File: src/inc/dcc_defines.svh
`ifndef DCC_DEFINES_SVH
`define DCC_DEFINES_SVH

// register byte offsets inside the channel window
`define DCC_OFF_CTRL      12'h000
`define DCC_OFF_SWREQ     12'h004
`define DCC_OFF_STATUS    12'h008
`define DCC_OFF_CFG_LOW   12'h098

// channel_config_low fields
`define DCC_CFG_SRC_HS    11
`define DCC_CFG_DST_HS    10
`define DCC_CFG_EMPTY     9
`define DCC_CFG_HOLD      8
`define DCC_CFG_RANK_MSB  7
`define DCC_CFG_RANK_LSB  5
`define DCC_RST_SRC_HS    1'b1
`define DCC_RST_DST_HS    1'b1
`define DCC_RST_HOLD      1'b0
`define DCC_RST_RANK      3'h0
`define DCC_RANK_W        3

// control register fields
`define DCC_CTRL_EN       0
`define DCC_CTRL_SRC_MEM  1
`define DCC_CTRL_DST_MEM  2
`define DCC_CTRL_DSEL_LSB 3
`define DCC_CTRL_DSEL_MSB 6
`define DCC_DSEL_W        4
`define DCC_HW_IF_N       2

// software request register fields
`define DCC_SWREQ_SRC     0
`define DCC_SWREQ_DST     1

// status register fields
`define DCC_ST_STATE_LSB  0
`define DCC_ST_STATE_MSB  1
`define DCC_ST_CNT_LSB    2
`define DCC_ST_CNT_MSB    4
`define DCC_ST_SRC_PEND   5
`define DCC_ST_DST_PEND   6

// data path
`define DCC_DATA_W        32
`define DCC_FIFO_D        4
`define DCC_CNT_W         3
`define DCC_ADDR_W        12

`endif

File: src/inc/dcc_pkg.sv
`include "dcc_defines.svh"

package dcc_pkg;

  // channel state, gray along idle -> run -> hold
  typedef enum logic [1:0] {
    DCC_IDLE = 2'h0,
    DCC_RUN  = 2'h1,
    DCC_HOLD = 2'h3
  } dcc_state_t;

  typedef struct packed {
    logic [`DCC_ADDR_W-1:0] paddr;
    logic                   pwrite;
    logic [`DCC_DATA_W-1:0] pwdata;
    logic [3:0]             pstrb;
  } dcc_apb_req_t;

  typedef struct packed {
    logic                   valid;
    logic [`DCC_DATA_W-1:0] data;
  } dcc_word_t;

  typedef struct packed {
    logic                   src_hs;
    logic                   dst_hs;
    logic                   hold;
    logic [`DCC_RANK_W-1:0] rank;
  } dcc_cfg_t;

  typedef struct packed {
    logic                   en;
    logic                   src_mem;
    logic                   dst_mem;
    logic [`DCC_DSEL_W-1:0] dsel;
  } dcc_ctrl_t;

endpackage

File: src/rtl/dcc_channel.sv
// Notes on behaviour
// source_handshake_choice resets to 1; 0 takes only hardware source requests, 1 only software ones.
// destination_handshake_choice resets to 1; 0 takes only hardware destination requests, 1 only software ones.
// with a memory source the source choice is not looked at.
// with a memory destination the destination choice is not looked at.
// the empty bit reads 1 while the channel FIFO holds nothing, 0 otherwise, and resets to 1.
// while channel_hold is set no word is taken from the source; clearing it resumes, reset value 0.
// hold takes effect at once and may leave a source transaction unfinished; the code stops taking words one cycle after the hold bit is set.
// software stops cleanly by setting hold, polling empty until 1, then disabling.
// channel_rank is three bits resetting to 0; 7 wins arbitration, 0 loses.
// software writes channel_rank only with 0 or 1.
// with hardware destination handshake the interface named by destination_hw_interface_sel (0-1) is used, else ignored.
// reserved bits of channel_config_low read zero and writes to them do nothing.
`timescale 1ns/1ps
`include "dcc_defines.svh"

module dcc_channel (
  // clock and reset
  input  wire logic                       pclk,
  input  wire logic                       presetn,
  // apb slave
  input  wire logic                       psel,
  input  wire logic                       penable,
  input  wire dcc_pkg::dcc_apb_req_t      apb_req,
  output logic [`DCC_DATA_W-1:0]          prdata,
  output logic                            pready,
  output logic                            pslverr,
  // source side
  input  wire logic                       src_hw_req,
  input  wire dcc_pkg::dcc_word_t         src_word,
  output logic                            src_ready,
  // destination side
  input  wire logic [`DCC_HW_IF_N-1:0]    dst_hw_req,
  output dcc_pkg::dcc_word_t              dst_word,
  input  wire logic                       dst_ready,
  // arbitration
  output logic [`DCC_RANK_W-1:0]          ch_rank,
  input  wire logic [`DCC_RANK_W-1:0]     peer_rank,
  input  wire logic                       peer_req,
  output logic                            ch_wins
);

  typedef struct packed {
    dcc_pkg::dcc_cfg_t      cfg;
    dcc_pkg::dcc_ctrl_t     ctrl;
    dcc_pkg::dcc_state_t    state;
    logic                   src_pend;
    logic                   dst_pend;
    logic                   src_meta;
    logic                   src_sync;
    logic [`DCC_HW_IF_N-1:0] dst_meta;
    logic [`DCC_HW_IF_N-1:0] dst_sync;
    logic [`DCC_DATA_W-1:0] rdata;
  } dcc_ch_st_t;

  dcc_ch_st_t             st_reg;
  dcc_ch_st_t             st_next;
  logic                   setup;
  logic                   access;
  logic                   wr;
  logic                   hit;
  logic                   src_go;
  logic                   src_take;
  logic                   dst_go;
  logic                   dst_take;
  logic                   fifo_in_ready;
  logic                   fifo_empty;
  logic [`DCC_CNT_W-1:0]  fifo_cnt;
  dcc_pkg::dcc_word_t     fifo_out;
  logic [`DCC_DATA_W-1:0] cfg_word;
  logic [`DCC_DATA_W-1:0] ctrl_word;
  logic [`DCC_DATA_W-1:0] stat_word;
  logic [`DCC_DATA_W-1:0] wcfg;
  logic [`DCC_DATA_W-1:0] wctrl;
  logic                   dst_hw_sel;

  // byte-lane merge of a write into an old word
  function automatic logic [`DCC_DATA_W-1:0] merge(
    input logic [`DCC_DATA_W-1:0] old,
    input logic [`DCC_DATA_W-1:0] wd,
    input logic [3:0]             strb
  );
    logic [`DCC_DATA_W-1:0] r;
    r = old;
    for (int i = 0; i < 4; i++) begin
      if (strb[i]) begin
        r[i*8 +: 8] = wd[i*8 +: 8];
      end
    end
    merge = r;
  endfunction

  // address decode
  function automatic logic mapped(input logic [`DCC_ADDR_W-1:0] a);
    mapped = (a == `DCC_OFF_CTRL) || (a == `DCC_OFF_SWREQ) ||
             (a == `DCC_OFF_STATUS) || (a == `DCC_OFF_CFG_LOW);
  endfunction

  assign setup  = psel && !penable;
  assign access = psel && penable;
  assign wr     = access && apb_req.pwrite;
  assign hit    = mapped(apb_req.paddr);

  // register images; every unlisted bit is left zero
  always_comb begin
    cfg_word = '0;
    cfg_word[`DCC_CFG_SRC_HS] = st_reg.cfg.src_hs;
    cfg_word[`DCC_CFG_DST_HS] = st_reg.cfg.dst_hs;
    cfg_word[`DCC_CFG_EMPTY]  = fifo_empty;
    cfg_word[`DCC_CFG_HOLD]   = st_reg.cfg.hold;
    cfg_word[`DCC_CFG_RANK_MSB:`DCC_CFG_RANK_LSB] = st_reg.cfg.rank;
    ctrl_word = '0;
    ctrl_word[`DCC_CTRL_EN]      = st_reg.ctrl.en;
    ctrl_word[`DCC_CTRL_SRC_MEM] = st_reg.ctrl.src_mem;
    ctrl_word[`DCC_CTRL_DST_MEM] = st_reg.ctrl.dst_mem;
    ctrl_word[`DCC_CTRL_DSEL_MSB:`DCC_CTRL_DSEL_LSB] = st_reg.ctrl.dsel;
    stat_word = '0;
    stat_word[`DCC_ST_STATE_MSB:`DCC_ST_STATE_LSB] = st_reg.state;
    stat_word[`DCC_ST_CNT_MSB:`DCC_ST_CNT_LSB] = fifo_cnt;
    stat_word[`DCC_ST_SRC_PEND] = st_reg.src_pend;
    stat_word[`DCC_ST_DST_PEND] = st_reg.dst_pend;
  end

  assign wcfg  = merge(cfg_word, apb_req.pwdata, apb_req.pstrb);
  assign wctrl = merge(ctrl_word, apb_req.pwdata, apb_req.pstrb);

  // source gate: memory ignores the choice, else one handshake only
  always_comb begin
    if (st_reg.ctrl.src_mem) begin
      src_go = 1'b1;
    end else if (st_reg.cfg.src_hs) begin
      src_go = st_reg.src_pend;
    end else begin
      src_go = st_reg.src_sync;
    end
  end

  // interface numbers above 1 have nothing behind them
  assign dst_hw_sel = (st_reg.ctrl.dsel < `DCC_DSEL_W'(`DCC_HW_IF_N)) &&
                      st_reg.dst_sync[st_reg.ctrl.dsel[0]];

  always_comb begin
    if (st_reg.ctrl.dst_mem) begin
      dst_go = 1'b1;
    end else if (st_reg.cfg.dst_hs) begin
      dst_go = st_reg.dst_pend;
    end else begin
      dst_go = dst_hw_sel;
    end
  end

  // hold cuts the source one cycle after channel_hold is set, mid-burst if need be
  assign src_take = (st_reg.state == dcc_pkg::DCC_RUN) &&
                    src_go && src_word.valid && fifo_in_ready;
  assign src_ready = (st_reg.state == dcc_pkg::DCC_RUN) &&
                     src_go && fifo_in_ready;
  // the drain keeps running under hold so the fifo can empty
  assign dst_take = st_reg.ctrl.en && dst_go && fifo_out.valid &&
                    dst_ready;

  dcc_fifo #(
    .W  (`DCC_DATA_W),
    .D  (`DCC_FIFO_D),
    .CW (`DCC_CNT_W)
  ) u_fifo (
    .pclk      (pclk),
    .presetn   (presetn),
    .in_valid  (src_take),
    .in_ready  (fifo_in_ready),
    .in_data   (src_word.data),
    .out_valid (fifo_out.valid),
    .out_ready (dst_take),
    .out_data  (fifo_out.data),
    .empty     (fifo_empty),
    .count     (fifo_cnt)
  );

  assign dst_word.valid = st_reg.ctrl.en && dst_go && fifo_out.valid;
  assign dst_word.data  = fifo_out.data;

  // zero-wait slave; read data is caught in the setup cycle
  assign pready  = 1'b1;
  assign pslverr = access && !hit;
  assign prdata  = st_reg.rdata;

  // arbitration: higher rank wins, ties go to this channel
  assign ch_rank = st_reg.cfg.rank;
  assign ch_wins = st_reg.ctrl.en && (!peer_req ||
                   (st_reg.cfg.rank >= peer_rank));

  always_comb begin
    st_next = st_reg;
    st_next.src_meta = src_hw_req;
    st_next.src_sync = st_reg.src_meta;
    st_next.dst_meta = dst_hw_req;
    st_next.dst_sync = st_reg.dst_meta;
    if (setup) begin
      unique case (apb_req.paddr)
        `DCC_OFF_CTRL:    st_next.rdata = ctrl_word;
        `DCC_OFF_STATUS:  st_next.rdata = stat_word;
        `DCC_OFF_CFG_LOW: st_next.rdata = cfg_word;
        default:          st_next.rdata = '0;
      endcase
    end
    // a request consumed in the same cycle as a fresh write stays set
    if (src_take) begin
      st_next.src_pend = 1'b0;
    end
    if (dst_take) begin
      st_next.dst_pend = 1'b0;
    end
    if (wr) begin
      unique case (apb_req.paddr)
        `DCC_OFF_CFG_LOW: begin
          st_next.cfg.src_hs = wcfg[`DCC_CFG_SRC_HS];
          st_next.cfg.dst_hs = wcfg[`DCC_CFG_DST_HS];
          st_next.cfg.hold   = wcfg[`DCC_CFG_HOLD];
          st_next.cfg.rank   =
            wcfg[`DCC_CFG_RANK_MSB:`DCC_CFG_RANK_LSB];
        end
        `DCC_OFF_CTRL: begin
          st_next.ctrl.en      = wctrl[`DCC_CTRL_EN];
          st_next.ctrl.src_mem = wctrl[`DCC_CTRL_SRC_MEM];
          st_next.ctrl.dst_mem = wctrl[`DCC_CTRL_DST_MEM];
          st_next.ctrl.dsel    =
            wctrl[`DCC_CTRL_DSEL_MSB:`DCC_CTRL_DSEL_LSB];
        end
        `DCC_OFF_SWREQ: begin
          if (apb_req.pstrb[0] && apb_req.pwdata[`DCC_SWREQ_SRC]) begin
            st_next.src_pend = 1'b1;
          end
          if (apb_req.pstrb[0] && apb_req.pwdata[`DCC_SWREQ_DST]) begin
            st_next.dst_pend = 1'b1;
          end
        end
        default: begin
        end
      endcase
    end
    unique case (st_reg.state)
      dcc_pkg::DCC_IDLE: begin
        if (st_reg.ctrl.en) begin
          st_next.state = st_reg.cfg.hold ? dcc_pkg::DCC_HOLD
                                          : dcc_pkg::DCC_RUN;
        end
      end
      dcc_pkg::DCC_RUN: begin
        if (!st_reg.ctrl.en) begin
          st_next.state = dcc_pkg::DCC_IDLE;
        end else if (st_reg.cfg.hold) begin
          st_next.state = dcc_pkg::DCC_HOLD;
        end
      end
      dcc_pkg::DCC_HOLD: begin
        if (!st_reg.ctrl.en) begin
          st_next.state = dcc_pkg::DCC_IDLE;
        end else if (!st_reg.cfg.hold) begin
          st_next.state = dcc_pkg::DCC_RUN;
        end
      end
      default: st_next.state = dcc_pkg::DCC_IDLE;
    endcase
  end

  always_ff @(posedge pclk or negedge presetn) begin
    if (!presetn) begin
      st_reg            <= '0;
      st_reg.cfg.src_hs <= `DCC_RST_SRC_HS;
      st_reg.cfg.dst_hs <= `DCC_RST_DST_HS;
      st_reg.cfg.hold   <= `DCC_RST_HOLD;
      st_reg.cfg.rank   <= `DCC_RST_RANK;
      st_reg.state      <= dcc_pkg::DCC_IDLE;
    end else begin
      st_reg <= st_next;
    end
  end

  // checks

  src_sw_only_a: assert property (
    @(posedge pclk) disable iff (!presetn)
    src_take && !st_reg.ctrl.src_mem && st_reg.cfg.src_hs
      |-> st_reg.src_pend)
    else $error("source taken without software request");

  src_hw_only_a: assert property (
    @(posedge pclk) disable iff (!presetn)
    src_take && !st_reg.ctrl.src_mem && !st_reg.cfg.src_hs
      |-> st_reg.src_sync)
    else $error("source taken without hardware request");

  dst_choice_a: assert property (
    @(posedge pclk) disable iff (!presetn)
    dst_take && !st_reg.ctrl.dst_mem
      |-> (st_reg.cfg.dst_hs ? st_reg.dst_pend : dst_hw_sel))
    else $error("destination drained on wrong handshake");

  src_mem_free_a: assert property (
    @(posedge pclk) disable iff (!presetn)
    st_reg.ctrl.src_mem && st_reg.state == dcc_pkg::DCC_RUN &&
    src_word.valid && fifo_in_ready |-> src_take)
    else $error("memory source stalled by handshake choice");

  dst_mem_free_a: assert property (
    @(posedge pclk) disable iff (!presetn)
    st_reg.ctrl.en && st_reg.ctrl.dst_mem && fifo_out.valid &&
    dst_ready |-> dst_take)
    else $error("memory destination stalled by handshake choice");

  empty_bit_a: assert property (
    @(posedge pclk) disable iff (!presetn)
    access && !apb_req.pwrite && $past(setup) &&
    apb_req.paddr == `DCC_OFF_CFG_LOW && $stable(fifo_cnt)
      |-> prdata[`DCC_CFG_EMPTY] == (fifo_cnt == '0))
    else $error("empty bit disagrees with fifo");

  hold_stops_a: assert property (
    @(posedge pclk) disable iff (!presetn)
    st_reg.cfg.hold |=> !src_take)
    else $error("source word taken while held");

  hold_resume_a: assert property (
    @(posedge pclk) disable iff (!presetn)
    st_reg.ctrl.en && !st_reg.cfg.hold && st_reg.state ==
      dcc_pkg::DCC_HOLD |=> st_reg.state == dcc_pkg::DCC_RUN)
    else $error("channel did not resume after hold cleared");

  rank_wins_a: assert property (
    @(posedge pclk) disable iff (!presetn)
    st_reg.ctrl.en && peer_req && peer_rank > ch_rank |-> !ch_wins)
    else $error("lower rank won arbitration");

  dsel_range_a: assert property (
    @(posedge pclk) disable iff (!presetn)
    !st_reg.ctrl.dst_mem && !st_reg.cfg.dst_hs &&
    st_reg.ctrl.dsel > `DCC_DSEL_W'(1) |-> !dst_take)
    else $error("absent hardware interface drained the fifo");

  reserved_zero_a: assert property (
    @(posedge pclk) disable iff (!presetn)
    access && $past(setup) && apb_req.paddr == `DCC_OFF_CFG_LOW
      |-> prdata[4:0] == 5'h00 && prdata[31:12] == 20'h00000)
    else $error("reserved bits read nonzero");

endmodule

File: src/rtl/dcc_fifo.sv
`timescale 1ns/1ps

module dcc_fifo #(
  parameter int W = 32,
  parameter int D = 4,
  parameter int CW = 3
) (
  // clock and reset
  input  wire logic          pclk,
  input  wire logic          presetn,
  // fill side
  input  wire logic          in_valid,
  output logic               in_ready,
  input  wire logic [W-1:0]  in_data,
  // drain side
  output logic               out_valid,
  input  wire logic          out_ready,
  output logic [W-1:0]       out_data,
  // occupancy
  output logic               empty,
  output logic [CW-1:0]      count
);

  typedef struct packed {
    logic [D-1:0][W-1:0] mem;
    logic [CW-1:0]       wp;
    logic [CW-1:0]       rp;
    logic [CW-1:0]       cnt;
  } dcc_fifo_st_t;

  dcc_fifo_st_t st_reg;
  dcc_fifo_st_t st_next;
  logic         push;
  logic         pop;

  // pointers wrap by compare, so depth need not be a power of two
  function automatic logic [CW-1:0] bump(input logic [CW-1:0] p);
    bump = (p == CW'(D - 1)) ? '0 : CW'(p + 1'b1);
  endfunction

  assign in_ready  = (st_reg.cnt != CW'(D));
  assign out_valid = (st_reg.cnt != '0);
  assign out_data  = st_reg.mem[st_reg.rp];
  assign empty     = (st_reg.cnt == '0);
  assign count     = st_reg.cnt;
  assign push      = in_valid && in_ready;
  assign pop       = out_valid && out_ready;

  always_comb begin
    st_next = st_reg;
    if (push) begin
      st_next.mem[st_reg.wp] = in_data;
      st_next.wp = bump(st_reg.wp);
    end
    if (pop) begin
      st_next.rp = bump(st_reg.rp);
    end
    if (push && !pop) begin
      st_next.cnt = CW'(st_reg.cnt + 1'b1);
    end else if (pop && !push) begin
      st_next.cnt = CW'(st_reg.cnt - 1'b1);
    end
  end

  always_ff @(posedge pclk or negedge presetn) begin
    if (!presetn) begin
      st_reg <= '0;
    end else begin
      st_reg <= st_next;
    end
  end

endmodule
File: config.mk
export PLATFORM = sky130hd
export DESIGN_NAME = dcc_channel
export DESIGN_NICKNAME = d
export VERILOG_FILES = /design/src/inc/dcc_pkg.sv /design/src/rtl/dcc_channel.sv /design/src/rtl/dcc_fifo.sv
export VERILOG_INCLUDE_DIRS = /design/src /design/src/inc
export SDC_FILE = /design/constraint.sdc
export NUM_CORES = 1
export LEC_CHECK = 0
export BUFFER_PORTS_ARGS = -buffer_cell sky130_fd_sc_hd__buf_4
export CORE_MARGIN = 5
export CORE_UTILIZATION = 40
export DETAILED_ROUTE_END_ITERATION = 6
export GPL_ROUTABILITY_DRIVEN = 0
export GPL_TIMING_DRIVEN = 0
export PLACE_DENSITY = 0.63
export SETUP_SLACK_MARGIN = 0.02
export SYNTH_ARGS = -nofsm -noshare
export SYNTH_HDL_FRONTEND = slang
export SYNTH_SLANG_ARGS = --single-unit
export TNS_END_PERCENT = 30
File: constraint.sdc
create_clock -name pclk -period 3 [get_ports pclk]
set_clock_uncertainty 0.2 [all_clocks]
set_input_delay 0.6 -clock pclk [delete_from_list [all_inputs] [get_ports pclk]]
set_output_delay 0.6 -clock pclk [all_outputs]
set_load 0.02 [all_outputs]
==> metrics.txt, run 1 <==
outcome=completed; I/O pin count=166; clk buf depth=2; hold crit path type=input port to flip-flop; R2R Path Start=ctrl_word[5]; max FFs per register=134; Leakage=0.00502 uW; WHS Path Cells=1; crit path kind=flip-flop to output port; DRC violations left=0; Peak Freq=340 MHz; worst r2r path cells=8; WL per Instance=18.0 um; fill count=1728; Die Span X=150 um; area leader, netlist=dfrtp_1; Num CTS Buffers=17; max-slew violations=0; fraction of layout cells with a size suffix above 1=54.9%; drt pass-1 iters=4; largest net degree at the start of global routing=99; minimum clock period=2.94 ns; final period utilization=98.0%; Seq/Total Area, Yosys=54.9%; Primary FF master, synth=dfrtp_1; antenna viol nets, final=0; routed via count=4771; ranking of synthesized cells by area=dfrtp_1 (54%), mux2_2 (19%), mux4_2 (9.2%); Hold Path Sink=st_next[33]; vias in the first global route=5301; core area=19400 um2; setup TNS=0 ns; YS warnings=0; final hold vios=0; Final nets=789; commonest non-fill, non-tap cell in the layout=dfrtp_1; number of setup violations in the final report=0; Yosys reg bits=172; buffers added on ports=121; Rel. slew slack=around three fifths; Yosys top cell area share=54.2%; Hold Startpoint=dst_hw_req[1]; DRT iter0 DRCs=139; Site Rows=51; Post-synth EDFFs=0; clock sink total=172; clock-pin slew on the worst setup and hold paths=0.06 ns; gr usage total=~16%; Area Growth Syn to Fin=25.0%; r2r endpoint=u_fifo.count[1]; commonest cells after routing, fill and taps aside=dfrtp_1 (170), buf_4 (156), mux2_2 (129); global route total overflow=0; die area=between 20000 and 25000 um2; antenna cells=0; CTS tree=done; Worst EP required=2.20 ns; CP Capture Type=output port; Die Y=150 um; Cell variety after synth=44; worst-margin pin slew=0.582 ns; Root Driver=clkbuf_16; initial antenna violation count=0; PwrDens=between 400 and 500 nW/um2; max cap viols=0; VDD IR-drop max=0.387 mV; Post-Syn Instances=524; H-tree levels=4; worst path arrival time=2.14 ns; Total Routed Length=17300 um; syn avg cell area=15.0 um2; synthesized area=around 7900 um2; hpwl dp=12600 um; peak fanout along the critical path=10; CP startpoint kind=flip-flop; Clk Latency, worst-skew pair=0.42 ns; unrepaired setup endpoints after global routing=false; Async SR Flop Fraction=100%; first-pass GRT wire length=27800 um; Final Core Density=50.6%; r2r setup slk=0.22 ns; vias per inst=4.95; Initial Util=around 40%
cells by family (layout without fill, tap and decap cells):
| kind of cell | Yosys count | count (layout) | share of synthesized area (%) |
|---|---|---|---|
| and+or+nand+nor | 43 | 43 | 3.06 |
| AOI/OAI and AO/OA | 35 | 35 | 3.14 |
| DFF | 172 | 172 | 54.9 |
| xor gates and xnor gates | 3 | 3 | 0.335 |
| buffers and inverters | 75 | 230 | 5.64 |
| adders and majority gates | 10 | 10 | 1.69 |
| muxes | 184 | 184 | 31.2 |
| other | 2 | 21 | 0.0957 |
worst max-delay path, stage by stage, from the launching register on:
cell and delay (ns):
dfrtp_1 0.35, clkbuf_1 0.34, clkbuf_2 0.45, mux4_2 0.40, buf_4 0.18
repair_timing:
action | 4_1_cts | 5_1_grt
setup endpoints to repair | 29 | 14
hold buffers | 1 | 0
gates resized for setup | 7 | 6
buffers inserted | 0 | 0
endpoints found under the hold margin | 74 | 0
pin swaps | 0 | 1
cell usage after synthesis (2+ instances only):
| library cell | n |
|---|---|
| a21boi_0 | 2 |
| a21oi_1 | 5 |
| a22o_1 | 6 |
| a32o_1 | 2 |
| a32oi_1 | 2 |
| and2_1 | 2 |
| and3_1 | 2 |
| buf_2 | 15 |
| buf_4 | 36 |
| clkbuf_1 | 8 |
| conb_1 | 2 |
| dfrtp_1 | 170 |
| dfstp_2 | 2 |
| ha_1 | 9 |
| inv_1 | 15 |
| mux2_1 | 8 |
| mux2_2 | 129 |
| mux2_4 | 7 |
| mux2i_1 | 8 |
| mux4_2 | 32 |
| nand2_1 | 15 |
| nand4_1 | 3 |
| nor2_1 | 7 |
| nor3_1 | 3 |
| o2111ai_1 | 3 |
| o21ai_0 | 11 |
| or4_1 | 2 |
| xor2_1 | 2 |
report_power, final:
group / internal (uW) / total (uW) / switching (uW)
clock network: 1170 / 2090 / 919
logic: 94.2 / 219 / 124
registers: 2320 / 2330 / 1.90
stage by stage:
step / hold WS [ns] / cell area, um2 / std cells / setup WS, ns / total power [uW]
floorplan: 0.104 / 7930 / 543 / 0.0922 / 2440
global placement: 0.137 / 9170 / 929 / 0.135 / 2580
detailed placement: 0.135 / 9200 / 930 / 0.101 / 2590
CTS: 0.0719 / 9790 / 963 / 0.0444 / 4710
global route: 0.0682 / 9810 / 963 / 0.0236 / 4820
finish: 0.0915 / 9810 / 963 / 0.0612 / 4640
how the worst max path moves through the flow:
stage                           from         endpoint  cells after the start
floorplan               cfg_word[11]  u_fifo.count[2]                     10
global placement    u_fifo.st_reg[3]     dst_word[11]                      4
detailed placement      cfg_word[11]  u_fifo.count[2]                     10
CTS                 u_fifo.st_reg[3]     dst_word[11]                      4
global route        u_fifo.st_reg[4]     dst_word[27]                      4
finish              u_fifo.st_reg[4]     dst_word[11]                      4
layer usage:
| layer | track usage (%) | routed length, um |
|---|---|---|
| met2 | 26.7 | 8860 |
| met4 | 4.53 | 238 |
| met1 | 21.0 | 7520 |
| met3 | 3.43 | 724 |
| met5 | 0 | 0 |
final cells by class:
cell class,instances,area [um2],share of cell area (%)
Buffer,60,410,4.18
Clock buffer,20,447,4.55
Clock inverter,12,113,1.15
Inverter,15,56.3,0.574
Multi-Input combinational cell,296,3190,32.5
Sequential cell,172,4310,43.9
Tap cell,265,332,3.38
Timing Repair Buffer,123,953,9.72
No activity file was read; power rests on OpenSTA's default activity.
==> run 2: changes to the inputs <==
--- a/config.mk
+++ b/config.mk
@@ -8,11 +8,11 @@
 export LEC_CHECK = 0
 export BUFFER_PORTS_ARGS = -buffer_cell sky130_fd_sc_hd__buf_4
 export CORE_MARGIN = 5
-export CORE_UTILIZATION = 40
+export CORE_UTILIZATION = 35
 export DETAILED_ROUTE_END_ITERATION = 6
 export GPL_ROUTABILITY_DRIVEN = 0
 export GPL_TIMING_DRIVEN = 0
-export PLACE_DENSITY = 0.63
+export PLACE_DENSITY = 0.56
 export SETUP_SLACK_MARGIN = 0.02
 export SYNTH_ARGS = -nofsm -noshare
 export SYNTH_HDL_FRONTEND = slang
==> metrics.txt, run 2 (synthesized netlist as in run 1, its figures left out) <==
clock sink total=172 (unchanged); H-tree levels=4 (unchanged); core area=22000 um2 (+13%); worst-margin pin slew=0.637 ns (+0.0550 ns); drt pass-1 iters=4 (unchanged); first-pass GRT wire length=29500 um (+6.1%); Peak Freq=350 MHz (+2.8%); Die Span X=160 um (+6.4%); max-slew violations=0 (unchanged); worst path arrival time=2.06 ns (-0.08 ns); CTS tree=done; Total Routed Length=18000 um (+3.9%); peak fanout along the critical path=10 (unchanged); Die Y=160 um (+6.4%); outcome=completed; max cap viols=0 (unchanged); Num CTS Buffers=17 (unchanged); setup TNS=0 ns (unchanged); WL per Instance=18.4 um (+2.4%); Area Growth Syn to Fin=25.6%; commonest cells after routing, fill and taps aside=dfrtp_1 (170), buf_4 (156), mux2_2 (129); vias per inst=4.97 (+0.32%); max FFs per register=134 (unchanged); buffers added on ports=121 (unchanged); number of setup violations in the final report=0 (unchanged); final hold vios=0 (unchanged); Site Rows=54 (+5.9%); CP Capture Type=output port; routed via count=4861 (+1.9%); Clk Latency, worst-skew pair=0.42 ns (about the same); Final nets=789 (unchanged); antenna viol nets, final=0 (unchanged); largest net degree at the start of global routing=126 (+27%); commonest non-fill, non-tap cell in the layout=dfrtp_1; Root Driver=clkbuf_16; DRC violations left=0 (unchanged); DRT iter0 DRCs=193 (+39%); clock share of power=46.3% (+1.2 points); clock-pin slew on the worst setup and hold paths=0.07 ns (about the same); die area=25500 um2 (+13%); Cells after DPL=945 (+1.6%); part of the power in registers=49.1% (-1.1 points); Initial Util=35.8% (-4.7 points); CP startpoint kind=flip-flop; vias in the first global route=5481 (+3.4%); Int Pwr=3620 uW (+0.64%); Comb power frac=4.6% (about the same); final hold slack=0.0800 ns (-0.0115 ns); Switch Pwr=1120 uW (+7.0%); final period utilization=95.3% (-2.7 points); Cell Count, Final, Fillers Out=978 (+1.6%); Rel. slew slack=57.5% (-3.6 points); crit path kind=flip-flop to output port; PwrDens=480 nW/um2 (+1.5%); global route total overflow=0 (unchanged); clk buf depth=2 (unchanged); initial antenna violation count=0 (unchanged); minimum clock period=2.86 ns (-0.0806 ns); I/O pin count=166 (unchanged); hpwl dp=13000 um (+3.1%); hold crit path type=input port to flip-flop; Worst EP required=2.20 ns (about the same); VDD IR-drop max=0.252 mV (-35%); unrepaired setup endpoints after global routing=true; antenna cells=0 (unchanged); sw frac=23.6% (+1.1 points); gr usage total=14.6% (-1.3 points); Leakage=0.00503 uW (+0.27%); fraction of layout cells with a size suffix above 1=55.2% (+0.29 points)
## run 2: final timing paths
check                                       from                 end  slack (ns)  cells past startpoint
worst min register to register       st_next[33]          st_reg[33]        0.15                      0
worst min-delay path               dst_hw_req[1]         st_next[33]        0.08                      1
max in group asynchronous                presetn  u_fifo.st_reg[102]        1.18                      3
min in group asynchronous                presetn   u_fifo.st_reg[47]        0.46                      2
worst max-delay path            u_fifo.st_reg[4]         dst_word[1]        0.14                      4
worst max register to register      cfg_word[11]     u_fifo.count[2]        0.21                     10
## run 2: metal layers
metal  share of wire (%)  track usage (%)  vias up
met2                  51             24.9      126
met3                 5.1             4.46       14
met4                0.89             3.29        0
li1                    -                -     2198
met5                   0                0        -
met1                  43             18.5     2523
## run 2: what timing repair did
action,4_1_cts,5_1_grt
buffers inserted,0,0
setup endpoints to repair,29,12
gates resized for setup,7,7
hold endpoints to repair,45,0
hold buffers,1,0
## run 2: area by class of cell
type / count / area (um2)
multi-input cells: 296 / 3190
repair buffers: 123 / 953
well taps: 280 / 350
fillers: 1995 / 12100
inverters: 15 / 56.3
clock inverters: 14 / 151
clock buffers: 18 / 439
flip-flops and latches: 172 / 4310
plain buffers: 60 / 410
## run 2: power groups by stage
stage	logic, uW	registers (uW)	clock network [uW]
after floorplan	66.7	2370	0
after global placement	206	2370	0
after detailed placement	220	2370	0
after CTS	222	2330	2250
after global routing	246	2320	2340
final	219	2330	2190
## run 2: per-stage QoR
| stage | cell area [um2] | util [%] | power [uW] | setup WS (ns) |
|---|---|---|---|---|
| final | 9860 | 44.9 | 4730 | 0.142 |
| after global routing | 9860 | 44.9 | 4910 | 0.0189 |
| after global placement | 9190 | 41.8 | 2580 | 0.135 |
| after CTS | 9840 | 44.8 | 4800 | 0.0208 |
| after detailed placement | 9220 | 42.0 | 2590 | 0.117 |
| after floorplan | 7930 | - | 2440 | 0.0922 |
## run 2: critical path, cell delays in order (launching register included)
cell      delay [ns]
dfrtp_1         0.35
clkbuf_1        0.27
clkbuf_2        0.41
mux4_2          0.42
buf_4           0.18
